--- config.mk ---
export PLATFORM = sky130hd
export DESIGN_NAME = ssq_sequencer
export DESIGN_NICKNAME = d
export VERILOG_FILES = /design/src/inc/ssq_pkg.sv /design/src/verilog/ssq_sync.sv /design/src/verilog/ssq_wave.sv /design/src/verilog/ssq_sequencer.sv
export SDC_FILE = /design/constraint.sdc
export NUM_CORES = 1
export LEC_CHECK = 0
export BUFFER_PORTS_ARGS = -buffer_cell sky130_fd_sc_hd__buf_2
export CAP_MARGIN = 20
export CORE_ASPECT_RATIO = 1.1
export CORE_UTILIZATION = 55
export CTS_CLUSTER_SIZE = 8
export DETAILED_ROUTE_END_ITERATION = 12
export PLACE_DENSITY = 0.73
export SKIP_LAST_GASP = 1
export SLEW_MARGIN = 30
export SYNTH_ARGS = -nofsm -noshare
export SYNTH_HDL_FRONTEND = slang
export SYNTH_SLANG_ARGS = --single-unit
export TNS_END_PERCENT = 20
--- constraint.sdc ---
create_clock -name aclk -period 7.1 [get_ports aclk]
set_input_delay 0.71 -clock aclk [delete_from_list [all_inputs] [get_ports aclk]]
set_output_delay 0.71 -clock aclk [all_outputs]
set_load 0.01 [all_outputs]
--- src/inc/ssq_pkg.sv ---
package ssq_pkg;
	localparam int AXI_AW = 5;
	localparam logic [4:0] CTRL_OFF = 5'h00;
	localparam logic [4:0] CUR_OFF = 5'h04;
	localparam logic [4:0] STAT_OFF = 5'h08;
	localparam logic [4:0] INT_STAT_OFF = 5'h0c;
	localparam logic [4:0] INT_EN_OFF = 5'h10;
	localparam logic [4:0] INT_CLR_OFF = 5'h14;
	localparam int CTRL_DEDGE = 0;
	localparam int CTRL_INTPOL = 1;
	localparam int CTRL_EXT = 2;
	localparam int CTRL_MRES_LSB = 4;
	localparam int CUR_HOLD_LSB = 0;
	localparam int CUR_RUN_LSB = 8;
	localparam int ST_STST_BIT = 16;
	localparam int ST_SCALE_LSB = 24;
	localparam logic [31:0] CTRL_RST = 32'h0000_0004;
	localparam logic [31:0] CTRL_MASK = 32'h0000_00f7;
	localparam logic [31:0] CUR_RST = 32'h0000_1f08;
	localparam logic [31:0] CUR_MASK = 32'h0000_1f1f;
	localparam int INT_W = 3;
	localparam int INT_STST_ON = 0;
	localparam int INT_STST_OFF = 1;
	localparam int INT_INDEX = 2;
	localparam logic [3:0] MRES_MAX = 4'h8;
	localparam int MS_W = 10;
	localparam int HALF_LEN = 512;
	localparam logic [9:0] COS_OFF = 10'h100;
	localparam int SINE_PEAK = 255;
	localparam int unsigned STST_LIMIT = 1048576;
	localparam int ICNT_W = 21;
	localparam logic [1:0] RESP_OKAY = 2'h0;
	localparam logic [1:0] RESP_SLVERR = 2'h2;
	typedef enum logic [1:0] {
		SSQ_W_IDLE = 2'h1,
		SSQ_W_RESP = 2'h2
	} ssq_wstate_t;
	// rational sine fit, good to well under one lsb of an 8-bit amplitude
	function automatic int sine_mag(input int i);
		int p;
		p = i * (HALF_LEN - i);
		return (SINE_PEAK * 16 * p) / (5 * HALF_LEN * HALF_LEN - 4 * p);
	endfunction
endpackage

--- src/verilog/ssq_sync.sv ---
`timescale 1ns/1ps
module ssq_sync #(
	parameter int W = 1
) (
	input  wire logic         aclk,
	input  wire logic         aresetn,
	input  wire logic [W-1:0] d,
	output logic      [W-1:0] q
);
	logic [W-1:0] meta;

	always_ff @(posedge aclk) begin
		if (!aresetn) begin
			meta <= '0;
			q    <= '0;
		end else begin
			meta <= d;
			q    <= meta;
		end
	end
endmodule

--- src/verilog/ssq_wave.sv ---
`timescale 1ns/1ps
module ssq_wave (
	input  wire logic              aclk,
	input  wire logic              aresetn,
	input  wire logic        [9:0] idx,
	output logic signed      [8:0] amp
);
	// second half-wave is the first negated, so 512 stored magnitudes give all 1024 entries
	logic [7:0] half_tab [0:ssq_pkg::HALF_LEN-1];

	for (genvar i = 0; i < ssq_pkg::HALF_LEN; i++) begin : g_tab
		assign half_tab[i] = 8'(ssq_pkg::sine_mag(i));
	end

	always_ff @(posedge aclk) begin
		if (!aresetn)
			amp <= 9'sh000;
		else if (idx[9])
			amp <= -$signed({1'b0, half_tab[idx[8:0]]});
		else
			amp <= $signed({1'b0, half_tab[idx[8:0]]});
	end
endmodule

--- src/verilog/ssq_sequencer.sv ---
// Function
// dual-edge bit set: both step edges count; cleared: rising edges only
// step and direction pins are synchronised to the system clock before use
// a 1024-entry sine table covers one electrical turn, indexed by the counter
// each active edge adds the step width on direction 0, subtracts on 1
// step width is 1 at finest resolution doubling up to 256 at fullstep
// switching to coarser resolution snaps the counter to the nearest valid position
// fullstep cycles through 128, 384, 640, 896 in steps of 256
// half step starts at 64 step 128; quarter starts at 32 step 64
// internal motion control may be off any time; current settings stay active
// interpolation emits 2 to 256 fine microsteps per active edge; here 1 at finest resolution
// interpolation works only while its enable bit is set
// microstep spacing is previous interval split equally, limited near 2^20 cycles
// standstill flag sets when the interval passes the limit, clears on next edge
// in standstill the current scale switches from run to hold current
// step source keeps 50% duty before enabling dual-edge stepping
// new rate used after one full interval; unsent microsteps jump at next edge
// without interpolation, width applies the cycle after the synchronised edge
//
// Chosen here: the register addresses and register access over AXI4-Lite.
`timescale 1ns/1ps
module ssq_sequencer #(
	parameter int unsigned STST_CYC = ssq_pkg::STST_LIMIT
) (
	input  wire logic                      aclk,
	input  wire logic                      aresetn,
	input  wire logic [ssq_pkg::AXI_AW-1:0] awaddr,
	input  wire logic                      awvalid,
	output logic                           awready,
	input  wire logic               [31:0] wdata,
	input  wire logic                [3:0] wstrb,
	input  wire logic                      wvalid,
	output logic                           wready,
	output logic                     [1:0] bresp,
	output logic                           bvalid,
	input  wire logic                      bready,
	input  wire logic [ssq_pkg::AXI_AW-1:0] araddr,
	input  wire logic                      arvalid,
	output logic                           arready,
	output logic                    [31:0] rdata,
	output logic                     [1:0] rresp,
	output logic                           rvalid,
	input  wire logic                      rready,
	input  wire logic                      step_in,
	input  wire logic                      dir_in,
	output logic signed              [8:0] coil_a,
	output logic signed              [8:0] coil_b,
	output logic                     [4:0] cur_scale,
	output logic                     [9:0] mscnt,
	output logic                           stst,
	output logic                           irq
);
	localparam logic [ssq_pkg::ICNT_W-1:0] LIM = ssq_pkg::ICNT_W'(STST_CYC);

	ssq_pkg::ssq_wstate_t       wst;
	logic                       aw_have;
	logic                       w_have;
	logic [ssq_pkg::AXI_AW-1:0] waddr;
	logic                [31:0] wdata_q;
	logic                 [3:0] wstrb_q;
	logic                [31:0] wmask;
	logic                       do_write;
	logic                       wr_ok;
	logic                [31:0] rd_word;
	logic                       rd_ok;
	logic                [31:0] ctrl;
	logic                [31:0] cur;
	logic   [ssq_pkg::INT_W-1:0] int_status;
	logic   [ssq_pkg::INT_W-1:0] int_en;
	logic   [ssq_pkg::INT_W-1:0] int_clr;
	logic   [ssq_pkg::INT_W-1:0] int_ev;
	logic                 [1:0] pin_s;
	logic                       step_s;
	logic                       dir_s;
	logic                       step_q;
	logic                       act;
	logic                       dedge;
	logic                       intpol;
	logic                       ext_mode;
	logic                 [3:0] mres;
	logic                 [3:0] n;
	logic                 [3:0] n_prev;
	logic                       res_lower;
	logic                 [9:0] wid;
	logic                 [9:0] base;
	logic                 [9:0] next_mscnt;
	logic [ssq_pkg::ICNT_W-1:0] icnt;
	logic [ssq_pkg::ICNT_W-1:0] spacing;
	logic [ssq_pkg::ICNT_W-1:0] next_spacing;
	logic [ssq_pkg::ICNT_W-1:0] tcnt;
	logic                       tick;
	logic                 [8:0] remaining;
	logic                       ip_dir;

	function automatic logic [9:0] snap(input logic [9:0] c, input logic [3:0] k);
		logic [9:0] m;
		m = 10'h3ff << k;
		snap = (k == 4'h0) ? c : ((c & m) | (10'h001 << (k - 4'h1)));
	endfunction

	// ---------------- register bus ----------------
	assign wmask = {{8{wstrb_q[3]}}, {8{wstrb_q[2]}}, {8{wstrb_q[1]}}, {8{wstrb_q[0]}}};
	assign do_write = (wst == ssq_pkg::SSQ_W_IDLE) && aw_have && w_have;
	assign wr_ok = (waddr == ssq_pkg::CTRL_OFF) || (waddr == ssq_pkg::CUR_OFF) ||
		(waddr == ssq_pkg::INT_EN_OFF) || (waddr == ssq_pkg::INT_CLR_OFF);

	always_ff @(posedge aclk) begin
		if (!aresetn) begin
			wst     <= ssq_pkg::SSQ_W_IDLE;
			aw_have <= 1'b0;
			w_have  <= 1'b0;
			awready <= 1'b0;
			wready  <= 1'b0;
			bvalid  <= 1'b0;
			bresp   <= ssq_pkg::RESP_OKAY;
			waddr   <= '0;
			wdata_q <= 32'h0000_0000;
			wstrb_q <= 4'h0;
		end else begin
			case (wst)
				ssq_pkg::SSQ_W_IDLE: begin
					if (awvalid && awready) begin
						aw_have <= 1'b1;
						waddr   <= awaddr;
					end
					if (wvalid && wready) begin
						w_have  <= 1'b1;
						wdata_q <= wdata;
						wstrb_q <= wstrb;
					end
					awready <= !aw_have && !(awvalid && awready);
					wready  <= !w_have && !(wvalid && wready);
					if (do_write) begin
						wst    <= ssq_pkg::SSQ_W_RESP;
						bvalid <= 1'b1;
						bresp  <= wr_ok ? ssq_pkg::RESP_OKAY : ssq_pkg::RESP_SLVERR;
					end
				end
				ssq_pkg::SSQ_W_RESP: begin
					if (bready) begin
						bvalid  <= 1'b0;
						aw_have <= 1'b0;
						w_have  <= 1'b0;
						wst     <= ssq_pkg::SSQ_W_IDLE;
					end
				end
				default: wst <= ssq_pkg::SSQ_W_IDLE;
			endcase
		end
	end

	always_comb begin
		rd_ok   = 1'b1;
		rd_word = 32'h0000_0000;
		case (araddr)
			ssq_pkg::CTRL_OFF:     rd_word = ctrl;
			ssq_pkg::CUR_OFF:      rd_word = cur;
			ssq_pkg::STAT_OFF: begin
				rd_word[9:0]                       = mscnt;
				rd_word[ssq_pkg::ST_STST_BIT]      = stst;
				rd_word[ssq_pkg::ST_SCALE_LSB +: 5] = cur_scale;
			end
			ssq_pkg::INT_STAT_OFF: rd_word[ssq_pkg::INT_W-1:0] = int_status;
			ssq_pkg::INT_EN_OFF:   rd_word[ssq_pkg::INT_W-1:0] = int_en;
			ssq_pkg::INT_CLR_OFF:  rd_word = 32'h0000_0000;
			default:               rd_ok = 1'b0;
		endcase
	end

	always_ff @(posedge aclk) begin
		if (!aresetn) begin
			arready <= 1'b0;
			rvalid  <= 1'b0;
			rdata   <= 32'h0000_0000;
			rresp   <= ssq_pkg::RESP_OKAY;
		end else if (arvalid && arready) begin
			arready <= 1'b0;
			rvalid  <= 1'b1;
			rdata   <= rd_word;
			rresp   <= rd_ok ? ssq_pkg::RESP_OKAY : ssq_pkg::RESP_SLVERR;
		end else if (rvalid) begin
			if (rready)
				rvalid <= 1'b0;
		end else begin
			arready <= 1'b1;
		end
	end

	// current setting register is honoured in every mode
	always_ff @(posedge aclk) begin
		if (!aresetn) begin
			ctrl   <= ssq_pkg::CTRL_RST;
			cur    <= ssq_pkg::CUR_RST;
			int_en <= '0;
		end else if (do_write) begin
			if (waddr == ssq_pkg::CTRL_OFF)
				ctrl <= ((ctrl & ~wmask) | (wdata_q & wmask)) & ssq_pkg::CTRL_MASK;
			if (waddr == ssq_pkg::CUR_OFF)
				cur <= ((cur & ~wmask) | (wdata_q & wmask)) & ssq_pkg::CUR_MASK;
			if (waddr == ssq_pkg::INT_EN_OFF)
				int_en <= (int_en & ~wmask[ssq_pkg::INT_W-1:0]) | (wdata_q[ssq_pkg::INT_W-1:0] & wmask[ssq_pkg::INT_W-1:0]);
		end
	end

	assign int_clr = (do_write && waddr == ssq_pkg::INT_CLR_OFF) ?
		(wdata_q[ssq_pkg::INT_W-1:0] & wmask[ssq_pkg::INT_W-1:0]) : '0;

	// an event in the clearing cycle survives
	always_ff @(posedge aclk) begin
		if (!aresetn) begin
			int_status <= '0;
			irq        <= 1'b0;
		end else begin
			int_status <= (int_status & ~int_clr) | int_ev;
			irq        <= |(int_status & int_en);
		end
	end

	// ---------------- step front end ----------------
	assign dedge    = ctrl[ssq_pkg::CTRL_DEDGE];
	assign intpol   = ctrl[ssq_pkg::CTRL_INTPOL];
	assign ext_mode = ctrl[ssq_pkg::CTRL_EXT];
	assign mres     = ctrl[ssq_pkg::CTRL_MRES_LSB +: 4];
	assign n        = (mres > ssq_pkg::MRES_MAX) ? ssq_pkg::MRES_MAX : mres;
	assign wid      = 10'h001 << n;
	assign base     = snap(mscnt, n);

	ssq_sync #(
		.W (2)
	) u_pin_sync (
		.aclk    (aclk),
		.aresetn (aresetn),
		.d       ({dir_in, step_in}),
		.q       (pin_s)
	);
	assign step_s = pin_s[0];
	assign dir_s  = pin_s[1];

	always_ff @(posedge aclk) begin
		if (!aresetn) begin
			step_q <= 1'b0;
			n_prev <= 4'h0;
		end else begin
			step_q <= step_s;
			n_prev <= n;
		end
	end

	// steps are ignored while the sequencer belongs to the internal controller
	assign act       = ext_mode && (step_s != step_q) && (dedge || step_s);
	assign res_lower = n > n_prev;

	// ---------------- microstep counter ----------------
	always_comb begin
		next_mscnt = mscnt;
		if (ext_mode) begin
			if (act && !intpol)
				next_mscnt = dir_s ? base - wid : base + wid;
			else if (act)
				next_mscnt = ip_dir ? mscnt - 10'(remaining) : mscnt + 10'(remaining);
			else if (res_lower)
				next_mscnt = base;
			else if (intpol && tick && remaining != 9'h000)
				next_mscnt = ip_dir ? mscnt - 10'h001 : mscnt + 10'h001;
		end
	end

	always_ff @(posedge aclk) begin
		if (!aresetn)
			mscnt <= 10'h000;
		else
			mscnt <= next_mscnt;
	end

	ssq_wave u_wave_a (
		.aclk    (aclk),
		.aresetn (aresetn),
		.idx     (mscnt),
		.amp     (coil_a)
	);

	ssq_wave u_wave_b (
		.aclk    (aclk),
		.aresetn (aresetn),
		.idx     (mscnt + ssq_pkg::COS_OFF),
		.amp     (coil_b)
	);

	// ---------------- interpolator and standstill ----------------
	// spacing uses the interval that just ended, so a rate change lands one interval late
	assign next_spacing = (icnt + 21'h000001) >> n;
	assign tick         = (tcnt + 21'h000001) >= spacing;

	always_ff @(posedge aclk) begin
		if (!aresetn) begin
			icnt <= '0;
			stst <= 1'b0;
		end else if (act) begin
			icnt <= '0;
			stst <= 1'b0;
		end else if (icnt != LIM) begin
			icnt <= icnt + 21'h000001;
		end else begin
			stst <= 1'b1;
		end
	end

	always_ff @(posedge aclk) begin
		if (!aresetn) begin
			remaining <= 9'h000;
			ip_dir    <= 1'b0;
			spacing   <= 21'h000001;
			tcnt      <= '0;
		end else if (!intpol || !ext_mode) begin
			remaining <= 9'h000;
			tcnt      <= '0;
		end else if (act) begin
			remaining <= 9'(wid);
			ip_dir    <= dir_s;
			spacing   <= (next_spacing == '0) ? 21'h000001 : next_spacing;
			tcnt      <= '0;
		end else if (remaining != 9'h000) begin
			if (tick) begin
				tcnt      <= '0;
				remaining <= remaining - 9'h001;
			end else begin
				tcnt <= tcnt + 21'h000001;
			end
		end
	end

	always_ff @(posedge aclk) begin
		if (!aresetn)
			cur_scale <= 5'h00;
		else if (stst)
			cur_scale <= cur[ssq_pkg::CUR_HOLD_LSB +: 5];
		else
			cur_scale <= cur[ssq_pkg::CUR_RUN_LSB +: 5];
	end

	assign int_ev[ssq_pkg::INT_STST_ON]  = !stst && !act && icnt == LIM;
	assign int_ev[ssq_pkg::INT_STST_OFF] = stst && act;
	assign int_ev[ssq_pkg::INT_INDEX]    = next_mscnt == 10'h000 && mscnt != 10'h000;
endmodule

==> impl_metrics.tcl <==
set metrics [dict create \
    leakagePower_nw 6.48 \
    worstMarginPinSlew_ps 915 \
    drtPass1Iterations 6 \
    final_cells 2428 \
    clk_latency_ps 460 \
    grt_max_degree 72 \
    viasPerCell 6.44 \
    cts_root_buf "clkbuf_16" \
    final_common_cell "nor2_1" \
    path_clk_slew_ps 80 \
    reg2reg_slack_ps 1500 \
    grt_use_met2 0.525 \
    syn_area_um2 15600 \
    rsz0062_at_grt "false" \
    drt_iter0_drc 1613 \
    postCtsHoldBufs 0 \
    antenna_cells 0 \
    rows 64 \
    cts_tree "yes" \
    r2r_end "int_status[2]" \
    finalWirelength_um 46700 \
    drive_gt1_frac 0.108 \
    die_h_um 178 \
    synth_seq_cells 190 \
    finalNetCount 2186 \
    max_cap_viol_count 0 \
    r2r_start "tcnt[0]" \
    die_area_um2 29000 \
    min_period_ps 5600 \
    peakVddDrop_uv 182 \
    io-pin-count 131 \
    dr_total_vias 15600 \
    drtAntennaViolNets 0 \
    core_area_um2 27800 \
    cp-start-kind "register" \
    synth-async-reset-ratio 0 \
    slew_headroom 0.386 \
    port_buffers 94 \
    fp.dieW_um 162 \
    gp_congestion 1.01 \
    overflow 0 \
    p_per_area_nw_per_um2 152 \
    fin_ws_ps 1500 \
    yosysWarningCount 0 \
    clock-sinks 190 \
    use_met3 0.0465 \
    min_from "u_pin_sync.meta[1]" \
    syn_inst 2083 \
    crit_fanout 7 \
    grt_pass1_vias 14300 \
    routedWlPerCell_um 19.2 \
    cts_buffers 17 \
    hold-path-endpoint "u_pin_sync.q[1]" \
    remaining_drc_errors 0 \
    dp.cells 2396 \
    report.final.slew_viol_count 0 \
    top_usage_layer "met2" \
    yosysSeqAreaShare 0.244 \
    hold_depth 1 \
    setup_violations 0 \
    end_kind "register" \
    fin_tns_setup_ps 0 \
    cts_buffer_depth 2 \
    antenna_found_initial 0 \
    fin_crit_sh 0.788 \
    yosys.cell_types.count 85 \
    fmax_ghz 0.179 \
    dpl.hpwl_um 32800 \
    area_growth_pct 6.42 \
    status "finished clean" \
    crit_type "register to register" \
    grt_pass1_wl_um 74800 \
    ctsResizeCount 0 \
    cp.required_ps 7450 \
    synth.avg_cell_area_um2 7.47 \
    layout_common_cells "nor2_1 (227), nand2_1 (200), dfxtp_1 (186)" \
    cts_max_level 4 \
    grt_usage 0.322 \
    finalPower_mw 2.52 \
    post_cts_buffers 0 \
    hold_class "register to register" \
    initial_core_util 0.560 \
    skew_ps 14.9 \
    synth-edff-count 0 \
    ys.flop_type "dfxtp_1" \
    use_met1 0.430 \
    worstPathArrival_ps 5940 \
    place_ws_ps 1550 \
    reg2reg_depth 19 \
    hold_viol 0 \
]
-- kinds of logic after synthesis --
logic type | share of synthesized area
and+or+nand+nor | 0.235
AOI/OAI and AO/OA | 0.251
buffers and inverters | 0.0702
DFF | 0.244
muxes | 0.0811
xor gates and xnor gates | 0.0529
adders and majority gates | 0.0649
other | 0.000241
-- through the flow --
step	instance area (um2)	util	hold WS [ps]
5_1_grt	16600	0.596	447
2_1_floorplan	15600	-	412
6_report	16600	0.596	442
4_1_cts	16600	0.596	447
3_3_place_gp	16000	0.575	420
3_5_place_dp	16000	0.575	425
-- cell usage after synthesis (all sizes together), types with 7 or more instances --
cell type	count	area, um2
a211o	9	78.8
a211oi	34	255
a21boi	7	52.6
a21o	12	90.1
a21oi	146	731
a221oi	11	96.3
a22o	12	105
a22oi	9	67.6
a31oi	26	163
a32oi	11	104
and2	24	150
and3	19	119
buf	61	324
clkbuf	123	462
dfxtp	190	3800
ha	76	951
inv	77	289
mux2	19	214
mux2i	80	801
mux4	11	248
nand2	200	751
nand2b	34	213
nand3	63	333
nand3b	13	97.6
nand4	16	115
nor2	228	856
nor2b	34	213
nor3	50	255
nor4	23	169
o2111ai	10	87.6
o211ai	31	233
o21a	16	120
o21ai	118	591
o221ai	11	96.3
o22ai	18	113
o311ai	8	70.1
o31ai	18	135
o32ai	7	61.3
or2	10	62.6
or3	19	119
or4	9	71.3
xnor2	56	490
xor2	38	333
-- metal layers --
metal | vias up | share of wire
li1 | 7467 | -
met1 | 7335 | 0.43
met5 | - | 0
met2 | 701 | 0.47
met4 | 0 | 0.030
met3 | 142 | 0.073
-- worst max path at each step --
stage	start	depth (start not counted)	slack (ps)	endpoint
4_1_cts	tcnt[0]	18	1510	int_status[2]
5_1_grt	tcnt[0]	19	960	int_status[2]
6_report	tcnt[0]	19	1500	int_status[2]
3_5_place_dp	tcnt[0]	18	1550	int_status[2]
3_3_place_gp	tcnt[0]	18	1660	int_status[2]
2_1_floorplan	tcnt[2]	20	2140	int_status[2]
-- worst max-delay path, stage by stage, from the launching register on --
cell and delay (ps):
dfxtp_1 410, ha_1 250, nand3_1 240, nor4_1 500, and3_1 300, nand2_1 140
nor2_1 190, nand3_1 180, nor2_1 170, xor2_1 90, ha_1 330, nand4_1 170
nor4_1 430, o41ai_1 170, o31a_1 380, a21oi_1 460, mux2_2 410, o311ai_0 320
nor4_1 90, a31o_2 250
-- report_power, final --
part | internal (mW) | leakage, nW | switching, mW
combinational | 0.163 | 4.65 | 0.256
sequential | 1.09 | 1.54 | 0.0297
clock | 0.488 | 0.293 | 0.485
-- cell type report --
class	instances	area, um2
well taps	363	454
inverters	82	308
clock inverters	13	143
fillers	2598	11200
clock buffers	19	453
multi-input cells	1641	10700
repair buffers	120	666
flip-flops and latches	190	3810
Note: power is estimated with default switching activity, not from simulation.
